==> src/rtl/ptw_map.svh <==
`ifndef PTW_MAP_SVH
`define PTW_MAP_SVH
// Register byte offsets
`define PTW_OFF_LO_CTRL   12'h000
`define PTW_OFF_HI_CTRL   12'h004
`define PTW_OFF_LO_COUNT  12'h008
`define PTW_OFF_HI_COUNT  12'h00C
`define PTW_OFF_LO_PERIOD 12'h010
`define PTW_OFF_HI_PERIOD 12'h014
`define PTW_OFF_IRQ_STAT  12'h018
`define PTW_OFF_IRQ_MASK  12'h01C
`define PTW_OFF_MODE      12'h020
// Control field positions
`define PTW_BIT_RUN   15
`define PTW_BIT_HALT  13
`define PTW_BIT_GATE  6
`define PTW_BIT_PS_HI 5
`define PTW_BIT_PS_LO 4
`define PTW_BIT_WIDE  3
`define PTW_BIT_CS    1
// Writable masks, reset values
`define PTW_LO_CTRL_MASK 16'hA07A
`define PTW_HI_CTRL_MASK 16'hA072
`define PTW_CTRL_RST     16'h0000
`define PTW_PERIOD_RST   16'hFFFF
// Prescale terminal counts (divide minus one)
`define PTW_PS_DIV1   8'h00
`define PTW_PS_DIV8   8'h07
`define PTW_PS_DIV64  8'h3F
`define PTW_PS_DIV256 8'hFF
// Oscillator to peripheral clock divider (Fosc/2)
`define PTW_PCLK_DIV  1'b1
`endif

==> src/rtl/ptw_pkg.sv <==
package ptw_pkg;
    typedef struct packed {
        logic       run;
        logic       halt;
        logic       gate;
        logic [1:0] ps;
        logic       wide;
        logic       cs;
    } ptw_ctrl_type;

    typedef struct packed {
        logic psel;
        logic penable;
        logic pwrite;
        logic [11:0] paddr;
        logic [31:0] pwdata;
    } ptw_apb_req_type;
endpackage : ptw_pkg

==> src/rtl/ptw_timer_pair.sv <==
// Notes on behaviour
// - Wide mode: lower run starts/stops pair
// - Narrow mode: lower run drives lower only
// - Halt-in-idle stops counting during idle
// - Gate ignored when external clock selected
// - Prescale codes divide by 1,8,64,256
// - Wide bit set joins timers
// - Wide bit clear: two separate timers
// - Upper control ignored in wide mode
// - External source counts lower pin rising edges
// - Internal source is oscillator divided two
// - Control write while running clears prescaler
// - Upper timer uses own fields narrow mode
// - Upper external source uses upper pin
// - Unimplemented control bits read zero
// - Upper count holds most significant word
// - Upper period holds most significant word
// - Wide interrupt flagged on upper flag
//
// The APB slave port and the register addresses were decided locally.
`timescale 1ns/100ps
`include "ptw_map.svh"
module ptw_timer_pair
    import ptw_pkg::*;
(
    input  wire logic        ref_clk,          // Oscillator clock
    input  wire logic        rst_n,            // Synchronous reset
    input  wire logic        psel,             // APB select
    input  wire logic        penable,          // APB enable
    input  wire logic        pwrite,           // APB direction
    input  wire logic [11:0] paddr,            // APB byte address
    input  wire logic [31:0] pwdata,           // APB write data
    output logic      [31:0] prdata,           // APB read data
    output logic             pready,           // APB ready
    output logic             pslverr,          // APB error
    input  wire logic        idle_mode,        // Device in idle
    input  wire logic        lower_ext_clock_pin, // Lower external clock
    input  wire logic        upper_ext_clock_pin, // Upper external clock
    input  wire logic        lower_gate_pin,   // Lower gate input
    input  wire logic        upper_gate_pin,   // Upper gate input
    output logic             irq               // Interrupt level
);
    ////////////////////////////////////////////////////////////////////////
    logic [15:0] lo_ctrl_q;
    logic [15:0] hi_ctrl_q;
    logic [15:0] lo_cnt_q;
    logic [15:0] hi_cnt_q;
    logic [15:0] lo_cnt_d;
    logic [15:0] hi_cnt_d;
    logic [15:0] lo_per_q;
    logic [15:0] hi_per_q;
    logic [1:0]  stat_q;
    logic [1:0]  mask_q;
    logic [1:0]  stat_d;
    logic [7:0]  lo_ps_q;
    logic [7:0]  hi_ps_q;
    logic        pclk_q;
    logic [1:0]  eclk_q;
    logic [1:0]  gate_q;
    logic        rdy_q;
    logic        err_q;
    logic        irq_q;
    logic [31:0] rdata_q;

    ptw_ctrl_type lc, hc;
    assign lc = '{run: lo_ctrl_q[`PTW_BIT_RUN], halt: lo_ctrl_q[`PTW_BIT_HALT],
                  gate: lo_ctrl_q[`PTW_BIT_GATE], ps: lo_ctrl_q[`PTW_BIT_PS_HI:`PTW_BIT_PS_LO],
                  wide: lo_ctrl_q[`PTW_BIT_WIDE], cs: lo_ctrl_q[`PTW_BIT_CS]};
    assign hc = '{run: hi_ctrl_q[`PTW_BIT_RUN], halt: hi_ctrl_q[`PTW_BIT_HALT],
                  gate: hi_ctrl_q[`PTW_BIT_GATE], ps: hi_ctrl_q[`PTW_BIT_PS_HI:`PTW_BIT_PS_LO],
                  wide: 1'b0, cs: hi_ctrl_q[`PTW_BIT_CS]};

    ////////////////////////////////////////////////////////////////////////
    // APB decode, single wait state so reads see settled counters
    wire access   = psel && penable && !rdy_q;
    wire wr       = access && pwrite;
    wire hit_lc   = paddr == `PTW_OFF_LO_CTRL;
    wire hit_hc   = paddr == `PTW_OFF_HI_CTRL;
    wire hit_lcnt = paddr == `PTW_OFF_LO_COUNT;
    wire hit_hcnt = paddr == `PTW_OFF_HI_COUNT;
    wire hit_lper = paddr == `PTW_OFF_LO_PERIOD;
    wire hit_hper = paddr == `PTW_OFF_HI_PERIOD;
    wire hit_stat = paddr == `PTW_OFF_IRQ_STAT;
    wire hit_mask = paddr == `PTW_OFF_IRQ_MASK;
    wire hit_mode = paddr == `PTW_OFF_MODE;
    wire mapped   = hit_lc | hit_hc | hit_lcnt | hit_hcnt | hit_lper | hit_hper
                  | hit_stat | hit_mask | hit_mode;
    wire wr_lc    = wr && hit_lc;
    wire wr_hc    = wr && hit_hc;

    logic [31:0] rd_mux;
    assign rd_mux = hit_lc   ? {16'h0000, lo_ctrl_q} :
                    hit_hc   ? {16'h0000, hi_ctrl_q} :
                    hit_lcnt ? {16'h0000, lo_cnt_q}  :
                    hit_hcnt ? {16'h0000, hi_cnt_q}  :
                    hit_lper ? {16'h0000, lo_per_q}  :
                    hit_hper ? {16'h0000, hi_per_q}  :
                    hit_stat ? {30'h00000000, stat_q} :
                    hit_mask ? {30'h00000000, mask_q} :
                    hit_mode ? {31'h00000000, lc.wide} : 32'h00000000;

    ////////////////////////////////////////////////////////////////////////
    // Peripheral clock enable at half the oscillator rate
    wire pclk_en = pclk_q;

    // Upper controls take effect only in narrow mode
    wire wide     = lc.wide;
    wire hi_run   = !wide && hc.run;
    wire lo_idle  = lc.halt && idle_mode;
    wire hi_idle  = hc.halt && idle_mode;

    // Rising edges of external clock pins; one register delay
    wire lo_erise = lower_ext_clock_pin && !eclk_q[0];
    wire hi_erise = upper_ext_clock_pin && !eclk_q[1];
    wire lo_gfall = !lower_gate_pin && gate_q[0];
    wire hi_gfall = !upper_gate_pin && gate_q[1];

    // Gating honoured only with the internal clock
    wire lo_gate_on = lc.gate && !lc.cs;
    wire hi_gate_on = hc.gate && !hc.cs;
    wire lo_src = lc.cs ? lo_erise : (pclk_en && (!lo_gate_on || lower_gate_pin));
    wire hi_src = hc.cs ? hi_erise : (pclk_en && (!hi_gate_on || upper_gate_pin));

    function automatic logic [7:0] ps_term(input logic [1:0] code);
        unique case (code)
            2'b00: ps_term = `PTW_PS_DIV1;
            2'b01: ps_term = `PTW_PS_DIV8;
            2'b10: ps_term = `PTW_PS_DIV64;
            2'b11: ps_term = `PTW_PS_DIV256;
        endcase
    endfunction : ps_term

    wire lo_active = lc.run && !lo_idle;
    wire hi_active = hi_run && !hi_idle;
    wire lo_tick   = lo_active && lo_src && (lo_ps_q == ps_term(lc.ps));
    wire hi_tick   = hi_active && hi_src && (hi_ps_q == ps_term(hc.ps));

    // Wide counter and period compare
    wire [31:0] w_cnt = {hi_cnt_q, lo_cnt_q};
    wire [31:0] w_per = {hi_per_q, lo_per_q};
    wire        w_match = w_cnt == w_per;
    wire        lo_match = lo_cnt_q == lo_per_q;
    wire        hi_match = hi_cnt_q == hi_per_q;
    wire [31:0] w_next = w_match ? 32'h00000000 : w_cnt + 32'h00000001;

    always_comb begin
        lo_cnt_d = lo_cnt_q;
        hi_cnt_d = hi_cnt_q;
        if (wide) begin
            if (lo_tick) begin
                lo_cnt_d = w_next[15:0];
                hi_cnt_d = w_next[31:16];
            end
        end else begin
            if (lo_tick) begin
                lo_cnt_d = lo_match ? 16'h0000 : lo_cnt_q + 16'h0001;
            end
            if (hi_tick) begin
                hi_cnt_d = hi_match ? 16'h0000 : hi_cnt_q + 16'h0001;
            end
        end
        if (wr && hit_lcnt) begin
            lo_cnt_d = pwdata[15:0];
        end
        if (wr && hit_hcnt) begin
            hi_cnt_d = pwdata[15:0];
        end
    end

    // Event bits: [0] lower, [1] upper; wide mode raises upper only
    logic       lo_per_evt;
    logic       lo_gate_evt;
    logic       w_per_evt;
    logic       hi_per_evt;
    logic       hi_gate_evt;
    logic       lo_evt;
    logic       hi_evt;
    logic [1:0] clr;
    assign lo_per_evt  = lo_tick && lo_match;
    assign lo_gate_evt = lo_gate_on && lo_gfall;
    assign w_per_evt   = lo_tick && w_match;
    assign hi_per_evt  = hi_tick && hi_match;
    assign hi_gate_evt = hi_gate_on && hi_gfall;
    assign lo_evt      = !wide && lc.run && (lo_per_evt || lo_gate_evt);
    assign hi_evt      = wide ? (lc.run && (w_per_evt || lo_gate_evt))
                              : (hc.run && (hi_per_evt || hi_gate_evt));
    assign clr         = (wr && hit_stat) ? pwdata[1:0] : 2'b00;
    // Set wins over a simultaneous clear
    assign stat_d      = (stat_q & ~clr) | {hi_evt, lo_evt};

    ////////////////////////////////////////////////////////////////////////
    // Next values kept apart so the flop processes stay trivial
    logic [15:0] lo_ctrl_d;
    logic [15:0] hi_ctrl_d;
    logic [15:0] lo_per_d;
    logic [15:0] hi_per_d;
    logic [1:0]  mask_d;
    logic        irq_d;
    logic        pclk_d;
    logic [31:0] rdata_d;
    logic        err_d;
    assign lo_ctrl_d = wr_lc ? (pwdata[15:0] & `PTW_LO_CTRL_MASK) : lo_ctrl_q;
    assign hi_ctrl_d = wr_hc ? (pwdata[15:0] & `PTW_HI_CTRL_MASK) : hi_ctrl_q;
    assign lo_per_d  = (wr && hit_lper) ? pwdata[15:0] : lo_per_q;
    assign hi_per_d  = (wr && hit_hper) ? pwdata[15:0] : hi_per_q;
    assign mask_d    = (wr && hit_mask) ? pwdata[1:0] : mask_q;
    assign irq_d     = |(stat_d & mask_q);
    assign pclk_d    = pclk_q ^ `PTW_PCLK_DIV;
    assign rdata_d   = (access && !pwrite) ? rd_mux : 32'h00000000;
    assign err_d     = access && !mapped;

    // Half-rate enable for the internal source
    always_ff @(posedge ref_clk) begin
        if (!rst_n) begin
            pclk_q <= 1'b0;
        end else begin
            pclk_q <= pclk_d;
        end
    end

    // Pin history; reset value equals the idle low level, so no false edge
    always_ff @(posedge ref_clk) begin
        if (!rst_n) begin
            eclk_q <= 2'b00;
        end else begin
            eclk_q <= {upper_ext_clock_pin, lower_ext_clock_pin};
        end
    end

    always_ff @(posedge ref_clk) begin
        if (!rst_n) begin
            gate_q <= 2'b00;
        end else begin
            gate_q <= {upper_gate_pin, lower_gate_pin};
        end
    end

    ////////////////////////////////////////////////////////////////////////
    // Control registers
    always_ff @(posedge ref_clk) begin
        if (!rst_n) begin
            lo_ctrl_q <= `PTW_CTRL_RST;
        end else begin
            lo_ctrl_q <= lo_ctrl_d;
        end
    end

    always_ff @(posedge ref_clk) begin
        if (!rst_n) begin
            hi_ctrl_q <= `PTW_CTRL_RST;
        end else begin
            hi_ctrl_q <= hi_ctrl_d;
        end
    end

    ////////////////////////////////////////////////////////////////////////
    // Prescaler restarts on any control write while running, and while stopped
    logic       lo_ps_end;
    logic       hi_ps_end;
    logic       lo_ps_clr;
    logic       hi_ps_clr;
    logic [7:0] lo_ps_d;
    logic [7:0] hi_ps_d;
    assign lo_ps_end = lo_ps_q == ps_term(lc.ps);
    assign hi_ps_end = hi_ps_q == ps_term(hc.ps);
    assign lo_ps_clr = (wr_lc && lc.run) || !lc.run;
    assign hi_ps_clr = (wr_hc && hc.run) || !hi_run;
    assign lo_ps_d   = lo_ps_end ? 8'h00 : lo_ps_q + 8'h01;
    assign hi_ps_d   = hi_ps_end ? 8'h00 : hi_ps_q + 8'h01;

    always_ff @(posedge ref_clk) begin
        if (!rst_n || lo_ps_clr) begin
            lo_ps_q <= 8'h00;
        end else if (lo_active && lo_src) begin
            lo_ps_q <= lo_ps_d;
        end
    end

    always_ff @(posedge ref_clk) begin
        if (!rst_n || hi_ps_clr) begin
            hi_ps_q <= 8'h00;
        end else if (hi_active && hi_src) begin
            hi_ps_q <= hi_ps_d;
        end
    end

    ////////////////////////////////////////////////////////////////////////
    // Counters and period registers
    always_ff @(posedge ref_clk) begin
        if (!rst_n) begin
            lo_cnt_q <= 16'h0000;
        end else begin
            lo_cnt_q <= lo_cnt_d;
        end
    end

    always_ff @(posedge ref_clk) begin
        if (!rst_n) begin
            hi_cnt_q <= 16'h0000;
        end else begin
            hi_cnt_q <= hi_cnt_d;
        end
    end

    always_ff @(posedge ref_clk) begin
        if (!rst_n) begin
            lo_per_q <= `PTW_PERIOD_RST;
        end else begin
            lo_per_q <= lo_per_d;
        end
    end

    always_ff @(posedge ref_clk) begin
        if (!rst_n) begin
            hi_per_q <= `PTW_PERIOD_RST;
        end else begin
            hi_per_q <= hi_per_d;
        end
    end

    ////////////////////////////////////////////////////////////////////////
    // Status flags; set priority lives in stat_d
    always_ff @(posedge ref_clk) begin
        if (!rst_n) begin
            stat_q <= 2'b00;
        end else begin
            stat_q <= stat_d;
        end
    end

    always_ff @(posedge ref_clk) begin
        if (!rst_n) begin
            mask_q <= 2'b00;
        end else begin
            mask_q <= mask_d;
        end
    end

    // Fed from stat_d, so the plain flop on the interrupt pin adds no lag behind the flags
    always_ff @(posedge ref_clk) begin
        if (!rst_n) begin
            irq_q <= 1'b0;
        end else begin
            irq_q <= irq_d;
        end
    end

    ////////////////////////////////////////////////////////////////////////
    // Bus response after one wait state
    always_ff @(posedge ref_clk) begin
        if (!rst_n) begin
            rdy_q <= 1'b0;
        end else begin
            rdy_q <= access;
        end
    end

    always_ff @(posedge ref_clk) begin
        if (!rst_n) begin
            err_q <= 1'b0;
        end else begin
            err_q <= err_d;
        end
    end

    always_ff @(posedge ref_clk) begin
        if (!rst_n) begin
            rdata_q <= 32'h00000000;
        end else begin
            rdata_q <= rdata_d;
        end
    end

    // Outputs straight from their flops
    assign prdata  = rdata_q;
    assign pready  = rdy_q;
    assign pslverr = err_q;
    assign irq     = irq_q;
endmodule : ptw_timer_pair

==> config.mk <==
export PLATFORM = sky130hd
export DESIGN_NAME = ptw_timer_pair
export DESIGN_NICKNAME = d
export VERILOG_FILES = /design/src/rtl/ptw_pkg.sv /design/src/rtl/ptw_timer_pair.sv
export VERILOG_INCLUDE_DIRS = /design/src /design/src/rtl
export SDC_FILE = /design/constraint.sdc
export NUM_CORES = 1
export LEC_CHECK = 0
export BUFFER_PORTS_ARGS = -buffer_cell sky130_fd_sc_hd__buf_2
export CORE_ASPECT_RATIO = 1.4
export CORE_MARGIN = 2
export CORE_UTILIZATION = 45
export DETAILED_ROUTE_END_ITERATION = 8
export PLACE_DENSITY = 0.76
export SYNTH_ARGS = -nofsm -noshare
export SYNTH_HDL_FRONTEND = slang
export SYNTH_SLANG_ARGS = --single-unit
==> constraint.sdc <==
create_clock -name ref_clk -period 4.73 [get_ports ref_clk]
set_input_delay 0.473 -clock ref_clk [delete_from_list [all_inputs] [get_ports ref_clk]]
set_output_delay 0.473 -clock ref_clk [all_outputs]
set_load 0.02 [all_outputs]
==> results.yml, run 1 <==
global_routing:
  grt_remaining_overflow: 0
  grt_start_max_net_pins: 62
  grt_usage_pct: 27.16
  grt_pass1_vias: 6347
  grt_pass1_wl_mm: 33.59
  grt_antenna_before_repair: 0
timing:
  setup_violations: 0
  fin_crit_ps: 3287
  post-route-period-util_pct: 69.50
  max_freq_mhz: 304.2
  holdWs_ps: 270.6
  finalSetupTns_ps: 0
  rsz0062_at_grt: "false"
  drv_slew: 0
  worst_pin_slew_ps: 1202
  hold_viol_final: 0
  slew_headroom_pct: 19.78
  fin_skew_ps: 10.95
  setup_ws_ps: 1443
clock_network:
  clock-sinks: 121
  htree_levels: 4
  clockBufferDepth: 2
  cts_hold_buf: 0
  cts.clk_slew.worst_paths_ps: 60
  postCtsSetupBuffers: 0
  numCtsBuffers: 17
  cts-root-buf: "clkbuf_16"
  cts_resized: 0
  insertion_delay_ps: 430
  tritoncts: "done"
worst_hold_path:
  hold_path.class: "primary input to flop"
  holdPathStages: 2
  hold_path_startpoint: "lower_gate_pin"
  hold_end: "gate_q[0]"
route:
  drc: 0
  finalWirelength_mm: 21.62
  post_drt_wl_per_cell_um: 19.55
  avgViaCountPerCell: 6.146
  num_vias: 6798
  first_pass_iters: 6
  antenna_left: 0
  drtIter0Drc: 777
setup_path:
  critPathKind: "flop to flop"
  cp.required_ps: 5000
  crit_family: "simple AND/OR/NAND/NOR gates"
  r2r_start: "hi_cnt_q[13]"
  max_stage_delay_ps: 710
  cpMostUsedCell: "a21oi_1"
  reg2reg_depth: 7
  cp_max_fo: 11
  worstPathCellList: "xor2_1 -> nor4_1 -> nand4_1 -> a21oi_1 -> nor2_1 -> a21oi_1 -> o32ai_1"
  r2r_setup_slack_ps: 1440
  end_kind: "flop"
  path_buf_inv: 0
  worst_path_max_delay_cell: "nor4_1"
  critPathLaunchType: "flop"
  worstPathArrival_ps: 3550
  r2r_end: "lo_cnt_q[8]"
layout:
  syn_to_final_growth_pct: 12.98
  utilization_pct: 51.76
  final_common_cell: "nand2_1"
  most-common-layout-cells: "nand2_1, dfxtp_1, nand3_1"
  n_antenna_cell: 0
  fillCellCount: 1466
  multi_input_area_um2: 4066
  nets: 959
  layout-drive-gt1-share_pct: 12.80
  register_area_um2: 2422
die:
  initial_utilization_pct: 45.81
  core-area_um2: 14920
  ios: 89
  die_w_um: 108.2
  num_rows: 53
  die-area_um2: 16210
  die_h_um: 149.8
logic_synthesis:
  synth_seq_cells: 121
  avgSynthCellArea_um2: 7.785
  ys.flop_type: "dfxtp_1"
  synth-edff-count: 0
  ys_types: 68
  synth_seq_area_share_pct: 35.44
  yosysWarningCount: 0
  synthArstFlopShare_pct: 0
  synthesis.area_um2: 6835
  synthCells: 878
place:
  dp_hpwl_mm: 15.27
  dp_slack_ps: 1641
  gp_congestion: 0.9895
  portBuffers: 56
flow_run:
  maxCapViolations: 0
pwr:
  p_leak_nw: 2.845
  power_density_nw_per_um2: 322.5
  peakVddDrop_v: 0.0002434
outcome:
  outcome: "finished clean"
cell usage after synthesis (3+ instances only):
| cell type | number | share of area [%] |
|---|---|---|
| a211oi_1 | 8 | 0.88 |
| a21o_1 | 4 | 0.44 |
| a21oi_1 | 52 | 3.8 |
| a221oi_1 | 3 | 0.38 |
| a22o_1 | 5 | 0.64 |
| a22oi_1 | 8 | 0.88 |
| a31oi_1 | 19 | 1.7 |
| and2_1 | 10 | 0.92 |
| and3_1 | 11 | 1.0 |
| and4_1 | 11 | 1.4 |
| buf_2 | 21 | 1.5 |
| buf_4 | 16 | 1.8 |
| clkbuf_1 | 38 | 2.1 |
| dfxtp_1 | 121 | 35 |
| ha_1 | 4 | 0.73 |
| inv_1 | 7 | 0.38 |
| mux2_2 | 3 | 0.49 |
| mux2i_1 | 20 | 2.9 |
| nand2_1 | 141 | 7.7 |
| nand3_1 | 64 | 4.7 |
| nand3b_1 | 8 | 0.88 |
| nand4_1 | 22 | 2.0 |
| nand4b_1 | 5 | 0.64 |
| nor2_1 | 61 | 3.3 |
| nor2b_1 | 5 | 0.46 |
| nor3_1 | 21 | 1.5 |
| nor3_2 | 3 | 0.44 |
| nor3b_1 | 3 | 0.33 |
| nor4_1 | 10 | 0.92 |
| nor4_2 | 3 | 0.55 |
| o21ai_0 | 48 | 3.5 |
| o221ai_1 | 3 | 0.38 |
| o22a_1 | 7 | 0.90 |
| o311ai_0 | 3 | 0.38 |
| o31ai_1 | 4 | 0.44 |
| or2_2 | 4 | 0.37 |
| or3_1 | 7 | 0.64 |
| xnor2_1 | 11 | 1.4 |
| xor2_1 | 47 | 6.0 |
layout make-up:
type	instances	area share, %
Tap cell	192	3.111
Inverter	7	0.3402
Clock buffer	18	5.557
Multi-Input combinational cell	688	52.66
Clock inverter	14	2.366
Sequential cell	121	31.37
Timing Repair Buffer	66	4.601
metrics by stage:
step | power, mW | area (um^2) | cells
4_1_cts | 2.492 | 7722 | 1106
2_1_floorplan | 1.106 | 6892 | 893
6_report | 2.491 | 7722 | 1106
3_3_place_gp | 1.142 | 7111 | 1074
3_5_place_dp | 1.142 | 7111 | 1074
5_1_grt | 2.543 | 7722 | 1106
worst max-delay path by stage:
stage | startpoint | to | cells past startpoint
CTS | hi_cnt_q[13] | lo_cnt_q[8] | 7
global placement | hi_cnt_q[13] | lo_cnt_q[8] | 7
global route | hi_cnt_q[13] | lo_cnt_q[8] | 7
floorplan | paddr[9] | prdata[0] | 8
detailed placement | hi_cnt_q[13] | lo_cnt_q[8] | 7
finish | hi_cnt_q[13] | lo_cnt_q[8] | 7
worst register-to-register path, stage by stage (launching register included):
cell	delay (ps)
dfxtp_1	490
xor2_1	140
nor4_1	710
nand4_1	410
a21oi_1	690
nor2_1	370
a21oi_1	230
o32ai_1	100
logic make-up after synthesis:
kind of cell	share of synthesized area, %
mux	3.423
compound gates	17.68
xor+xnor	7.432
other cells	0.05486
buf+inv	5.894
fa+ha+maj	0.7322
flops	35.44
simple gates	29.34
per-layer routing:
layer	global-route usage [%]	part of all wire, %
met3	4.747	7.8
met2	45.69	47
met4	19.49	8.4
met5	0	0
met1	30.63	37
registers in the layout, indices dropped and copies added, names as in the netlist, 2 cells and up:
| register | cells |
|---|---|
| hi_per_q | 16 |
| hi_ps_q | 8 |
| eclk_q | 2 |
| lo_per_q | 16 |
| mask_q | 2 |
| gate_q | 2 |
| stat_q | 2 |
| prdata | 16 |
| hi_ctrl_q | 6 |
| lo_ctrl_q | 7 |
| lo_cnt_q | 16 |
| lo_ps_q | 8 |
| hi_cnt_q | 16 |
power breakdown:
group | total (mW) | leakage [nW] | switching (mW) | internal, mW
clock | 1.37 | 0.295 | 0.525 | 0.842
combinational | 0.0995 | 1.57 | 0.0740 | 0.0255
sequential | 1.02 | 0.977 | 0.00129 | 1.02
Power figures use the tool's default switching activity.
==> inputs of run 2 (changes only) <==
==> constraint.sdc (replaced) <==
create_clock -name ref_clk -period 3.3 [get_ports ref_clk]
set_input_delay 0.33 -clock ref_clk [delete_from_list [all_inputs] [get_ports ref_clk]]
set_output_delay 0.33 -clock ref_clk [all_outputs]
set_load 0.02 [all_outputs]
==> run 2 against run 1 <==
  * Cell count rose by 1.7%
  * Sequential power rose by 44%
  * Largest power group unchanged
  * Maximum frequency rose by 21%
  * Clock power rose by 38%
  * Count of clock-buffer cells in the layout rose by 1
  * Clock skew fell by 2.6 ps
  * Worst hold slack got worse by 140 ps
  * Combinational power rose by 47%
  * Register-to-register slack got worse by 850 ps
  * Via count rose by 0.71%
==> results.yml, run 2 (same netlist as run 1, synthesis figures left out) <==
outcome:
  outcome: "finished clean"
place:
  portBuffers: 56
  dp_slack_ps: 585.3
  dp_hpwl_mm: 16.07
  gp_congestion: 0.9899
  placed_cell_area_um2: 7268
clock_network:
  cts_resized: 0
  clock-sinks: 121
  cts_hold_buf: 0
  cts-root-buf: "clkbuf_16"
  numCtsBuffers: 17
  tritoncts: "done"
  postCtsSetupBuffers: 0
  insertion_delay_ps: 420
  cts.clk_slew.worst_paths_ps: 60
  clockBufferDepth: 2
  htree_levels: 4
pwr:
  peakVddDrop_v: 0.0003414
  power_mw: 3.500
  power_density_nw_per_um2: 445.2
  p_leak_nw: 2.943
layout:
  syn_to_final_growth_pct: 15.01
  layout-drive-gt1-share_pct: 14.58
  multi_input_area_um2: 4066
  register_area_um2: 2422
  most-common-layout-cells: "nand2_1, dfxtp_1, nand3_1"
  nets: 980
  n_antenna_cell: 0
  fillCellCount: 1418
  final_area_um2: 7861
  final_common_cell: "nand2_1"
worst_hold_path:
  hold_path.class: "primary input to flop"
setup_path:
  end_kind: "flop"
  cp_max_fo: 13
  critPathLaunchType: "flop"
  cp.required_ps: 3610
  critPathKind: "flop to flop"
  worstPathArrival_ps: 3020
flow_run:
  maxCapViolations: 0
global_routing:
  grt_remaining_overflow: 0
  grt_pass1_wl_mm: 34.53
  grt_usage_pct: 28.04
  grt_pass1_vias: 6368
  grt_start_max_net_pins: 45
  grt_antenna_before_repair: 0
route:
  post_drt_wl_per_cell_um: 19.74
  drtIter0Drc: 703
  antenna_left: 0
  first_pass_iters: 5
  finalWirelength_mm: 22.21
  num_vias: 6846
  drc: 0
  avgViaCountPerCell: 6.085
timing:
  post-route-period-util_pct: 82.07
  fin_skew_ps: 8.310
  setup_ws_ps: 591.8
  max_freq_mhz: 369.3
  rsz0062_at_grt: "false"
  worst_pin_slew_ps: 779.3
  holdWs_ps: 131.6
  setup_violations: 0
  drv_slew: 0
  fin_crit_ps: 2708
  finalSetupTns_ps: 0
  slew_headroom_pct: 47.85
  hold_viol_final: 0
die:
  ios: 89
  initial_utilization_pct: 45.81
  die_h_um: 149.8
  die-area_um2: 16210
  core-area_um2: 14920
  num_rows: 53
  die_w_um: 108.2
==> run 2: changes by cell type in the layout (fill, tap and decap cells not counted), sizes merged <==
cell,before,now
buf,66,87
inv,15,7
clkbuf,18,19
clkinv,1,6
==> run 2: critical path, stage by stage (launching register included) <==
cell and delay [ps]:
dfxtp_1 510, xor2_1 110, nor4_1 560, nand4_1 380, a21oi_1 220, buf_4 220, nor3_1 70, o31a_1 300
o221a_2 230
==> run 2: cell type report <==
class / count / area share, %
well taps: 192 / 3.056
flip-flops and latches: 121 / 30.81
inverters: 7 / 0.3342
clock buffers: 19 / 5.634
clock inverters: 11 / 1.910
multi-input cells: 688 / 51.73
repair buffers: 87 / 6.526
==> run 2: routing by layer <==
metal	vias to the layer above	global-route usage (%)	routed length, um
met2	407	46.01	10530
met3	111	4.747	1814
met1	3123	32.26	8105
met4	0	21.22	1760
li1	3205	-	-
met5	-	0	0
==> run 2: where the power goes <==
| group | internal (mW) | total (mW) | switching (mW) |
|---|---|---|---|
| clock network | 1.20 | 1.89 | 0.688 |
| logic | 0.0380 | 0.146 | 0.108 |
| registers | 1.47 | 1.47 | 0.00200 |
| total | 2.70 | 3.50 | 0.798 |
==> run 2: final timing paths <==
path,cells after the start,start,slack (ps),endpoint
worst max-delay path,8,hi_cnt_q[8],590,hi_cnt_q[10]
worst min-delay path,2,upper_ext_clock_pin,130,eclk_q[1]
worst max register to register,8,hi_cnt_q[8],590,hi_cnt_q[10]
worst min register to register,1,pclk_en,460,pclk_en
==> run 2: through the flow <==
| stage | utilization [%] | cells |
|---|---|---|
| 3_3_place_gp | 48.71 | 1095 |
| 3_5_place_dp | 48.71 | 1095 |
| 4_1_cts | 52.69 | 1125 |
| 5_1_grt | 52.69 | 1125 |
| 2_1_floorplan | - | 893 |
| 6_report | 52.69 | 1125 |
==> inputs of run 3 (changes only) <==
==> constraint.sdc (replaced) <==
create_clock -name ref_clk -period 2.8 [get_ports ref_clk]
set_input_delay 0.28 -clock ref_clk [delete_from_list [all_inputs] [get_ports ref_clk]]
set_output_delay 0.28 -clock ref_clk [all_outputs]
set_load 0.02 [all_outputs]
==> run 3 against run 2 <==
  * Flip-flop and latch count is the same
  * Critical path type unchanged
  * Power grew 16%
  * Worst hold slack lost 59 ps
  * Count of clock-buffer cells in the layout is the same
  * Highest routed layer unchanged
  * Clock skew grew 1.5 ps
  * Critical path depth is the same
==> results.yml, run 3 (same netlist as run 1, synthesis figures left out) <==
outcome:
  outcome: "finished clean"
timing:
  fin_skew_ps: 9.829
  post-route-period-util_pct: 92.42
  setup_ws_ps: 212.3
  rsz0062_at_grt: "false"
  finalSetupTns_ps: 0
  holdWs_ps: 72.27
  fin_crit_ps: 2588
  hold_viol_final: 0
  worst_pin_slew_ps: 798.6
  drv_slew: 0
  max_freq_mhz: 386.4
  slew_headroom_pct: 46.57
  setup_violations: 0
setup_path:
  cp_max_fo: 11
  r2r_end: "hi_cnt_q[11]"
  critPathKind: "flop to flop"
  r2r_start: "lo_cnt_q[14]"
  end_kind: "flop"
  reg2reg_depth: 8
  worstPathArrival_ps: 2880
  cp.required_ps: 3090
  r2r_setup_slack_ps: 210
  endpoint: "hi_cnt_q[11]"
  crit_start: "lo_cnt_q[14]"
  critPathLaunchType: "flop"
clock_network:
  insertion_delay_ps: 430
  cts-root-buf: "clkbuf_16"
  cts.clk_slew.worst_paths_ps: 60
  cts_hold_buf: 0
  tritoncts: "done"
  cts_resized: 0
  postCtsSetupBuffers: 0
  clockBufferDepth: 2
  numCtsBuffers: 17
  htree_levels: 4
  clock-sinks: 121
pwr:
  peakVddDrop_v: 0.0004120
  p_sw_mw: 0.9630
  pwr-share-clk_pct: 53.3
  p_leak_nw: 3.033
  internal-power_mw: 3.108
  combPwrFrac_pct: 4.2
  power_density_nw_per_um2: 508.1
  switching_share_pct: 23.65
  p_seq_share_pct: 42.5
route:
  first_pass_iters: 6
  drtIter0Drc: 768
  post_drt_wl_per_cell_um: 19.52
  avgViaCountPerCell: 6.054
  drc: 0
  finalWirelength_mm: 22.41
  num_vias: 6950
  antenna_left: 0
die:
  die-area_um2: 16210
  die_h_um: 149.8
  num_rows: 53
  core-area_um2: 14920
  die_w_um: 108.2
  ios: 89
  initial_utilization_pct: 45.81
global_routing:
  grt_usage_pct: 28.76
  grt_pass1_vias: 6631
  grt_start_max_net_pins: 39
  grt_remaining_overflow: 0
  grt_pass1_wl_mm: 35.25
  grt_antenna_before_repair: 0
place:
  portBuffers: 56
  dp_hpwl_mm: 16.41
  dp_slack_ps: 252.0
  gp_congestion: 0.9934
flow_run:
  maxCapViolations: 0
layout:
  fillCellCount: 1410
  syn_to_final_growth_pct: 17.22
  layout-drive-gt1-share_pct: 16.63
  nets: 1001
  n_antenna_cell: 0
  most-common-layout-cells: "nand2_1, dfxtp_1, nand3_1"
  final_common_cell: "nand2_1"
worst_hold_path:
  hold_path.class: "primary input to flop"
  holdPathStages: 2
## run 3: cell count changes in the layout (fill, tap and decap cells not counted), sizes merged
cell,previous run,this run
buf,87,108
clkinv,6,1
clkinvlp,2,7
inv,7,10
bufinv,3,2
## run 3: through the flow
stage | instances | power (mW) | area, um^2 | util (%)
3_5_place_dp | 1116 | 1.931 | 7426 | 49.77
4_1_cts | 1148 | 4.087 | 8013 | 53.70
2_1_floorplan | 893 | 1.869 | 6892 | -
3_3_place_gp | 1116 | 1.931 | 7426 | 49.77
6_report | 1148 | 4.071 | 8013 | 53.70
5_1_grt | 1148 | 4.170 | 8013 | 53.70
## run 3: layer usage
| layer | vias to the layer above | share of wire [%] | track usage, % |
|---|---|---|---|
| met1 | 3197 | 37 | 33.43 |
| met5 | - | 0 | 0 |
| met3 | 104 | 8.5 | 6.141 |
| li1 | 3244 | - | - |
| met2 | 405 | 47 | 46.29 |
| met4 | 0 | 7.4 | 20.90 |
## run 3: power by group through the flow
stage	clock network, mW	registers [mW]	logic, mW
floorplan	0	1.77	0.0999
global placement	0	1.77	0.164
detailed placement	0	1.77	0.164
CTS	2.19	1.73	0.165
global route	2.26	1.73	0.180
finish	2.17	1.73	0.170
## run 3: worst min-delay path by stage
stage / from / to
finish: upper_ext_clock_pin / eclk_q[1]
global route: lower_gate_pin / gate_q[0]
floorplan: lower_ext_clock_pin / eclk_q[0]
CTS: upper_ext_clock_pin / eclk_q[1]
detailed placement: pclk_en / pclk_en
global placement: pclk_en / pclk_en
## run 3: critical path, cell delays in order, from the launching register on
cell,delay (ps)
dfxtp_1,480
xor2_1,130
nor4_1,420
nand4_1,400
a21oi_1,350
buf_4,240
or2_0,200
or3_1,130
a31oi_1,90
## run 3: final cells by class
class	instances	area, um^2	area share [%]
Clock buffer	19	442.9	5.528
Clock inverter	13	143.9	1.796
Inverter	7	26.28	0.3279
Multi-Input combinational cell	688	4066	50.75
Sequential cell	121	2422	30.23
Tap cell	192	240.2	2.998
Timing Repair Buffer	108	670.6	8.370
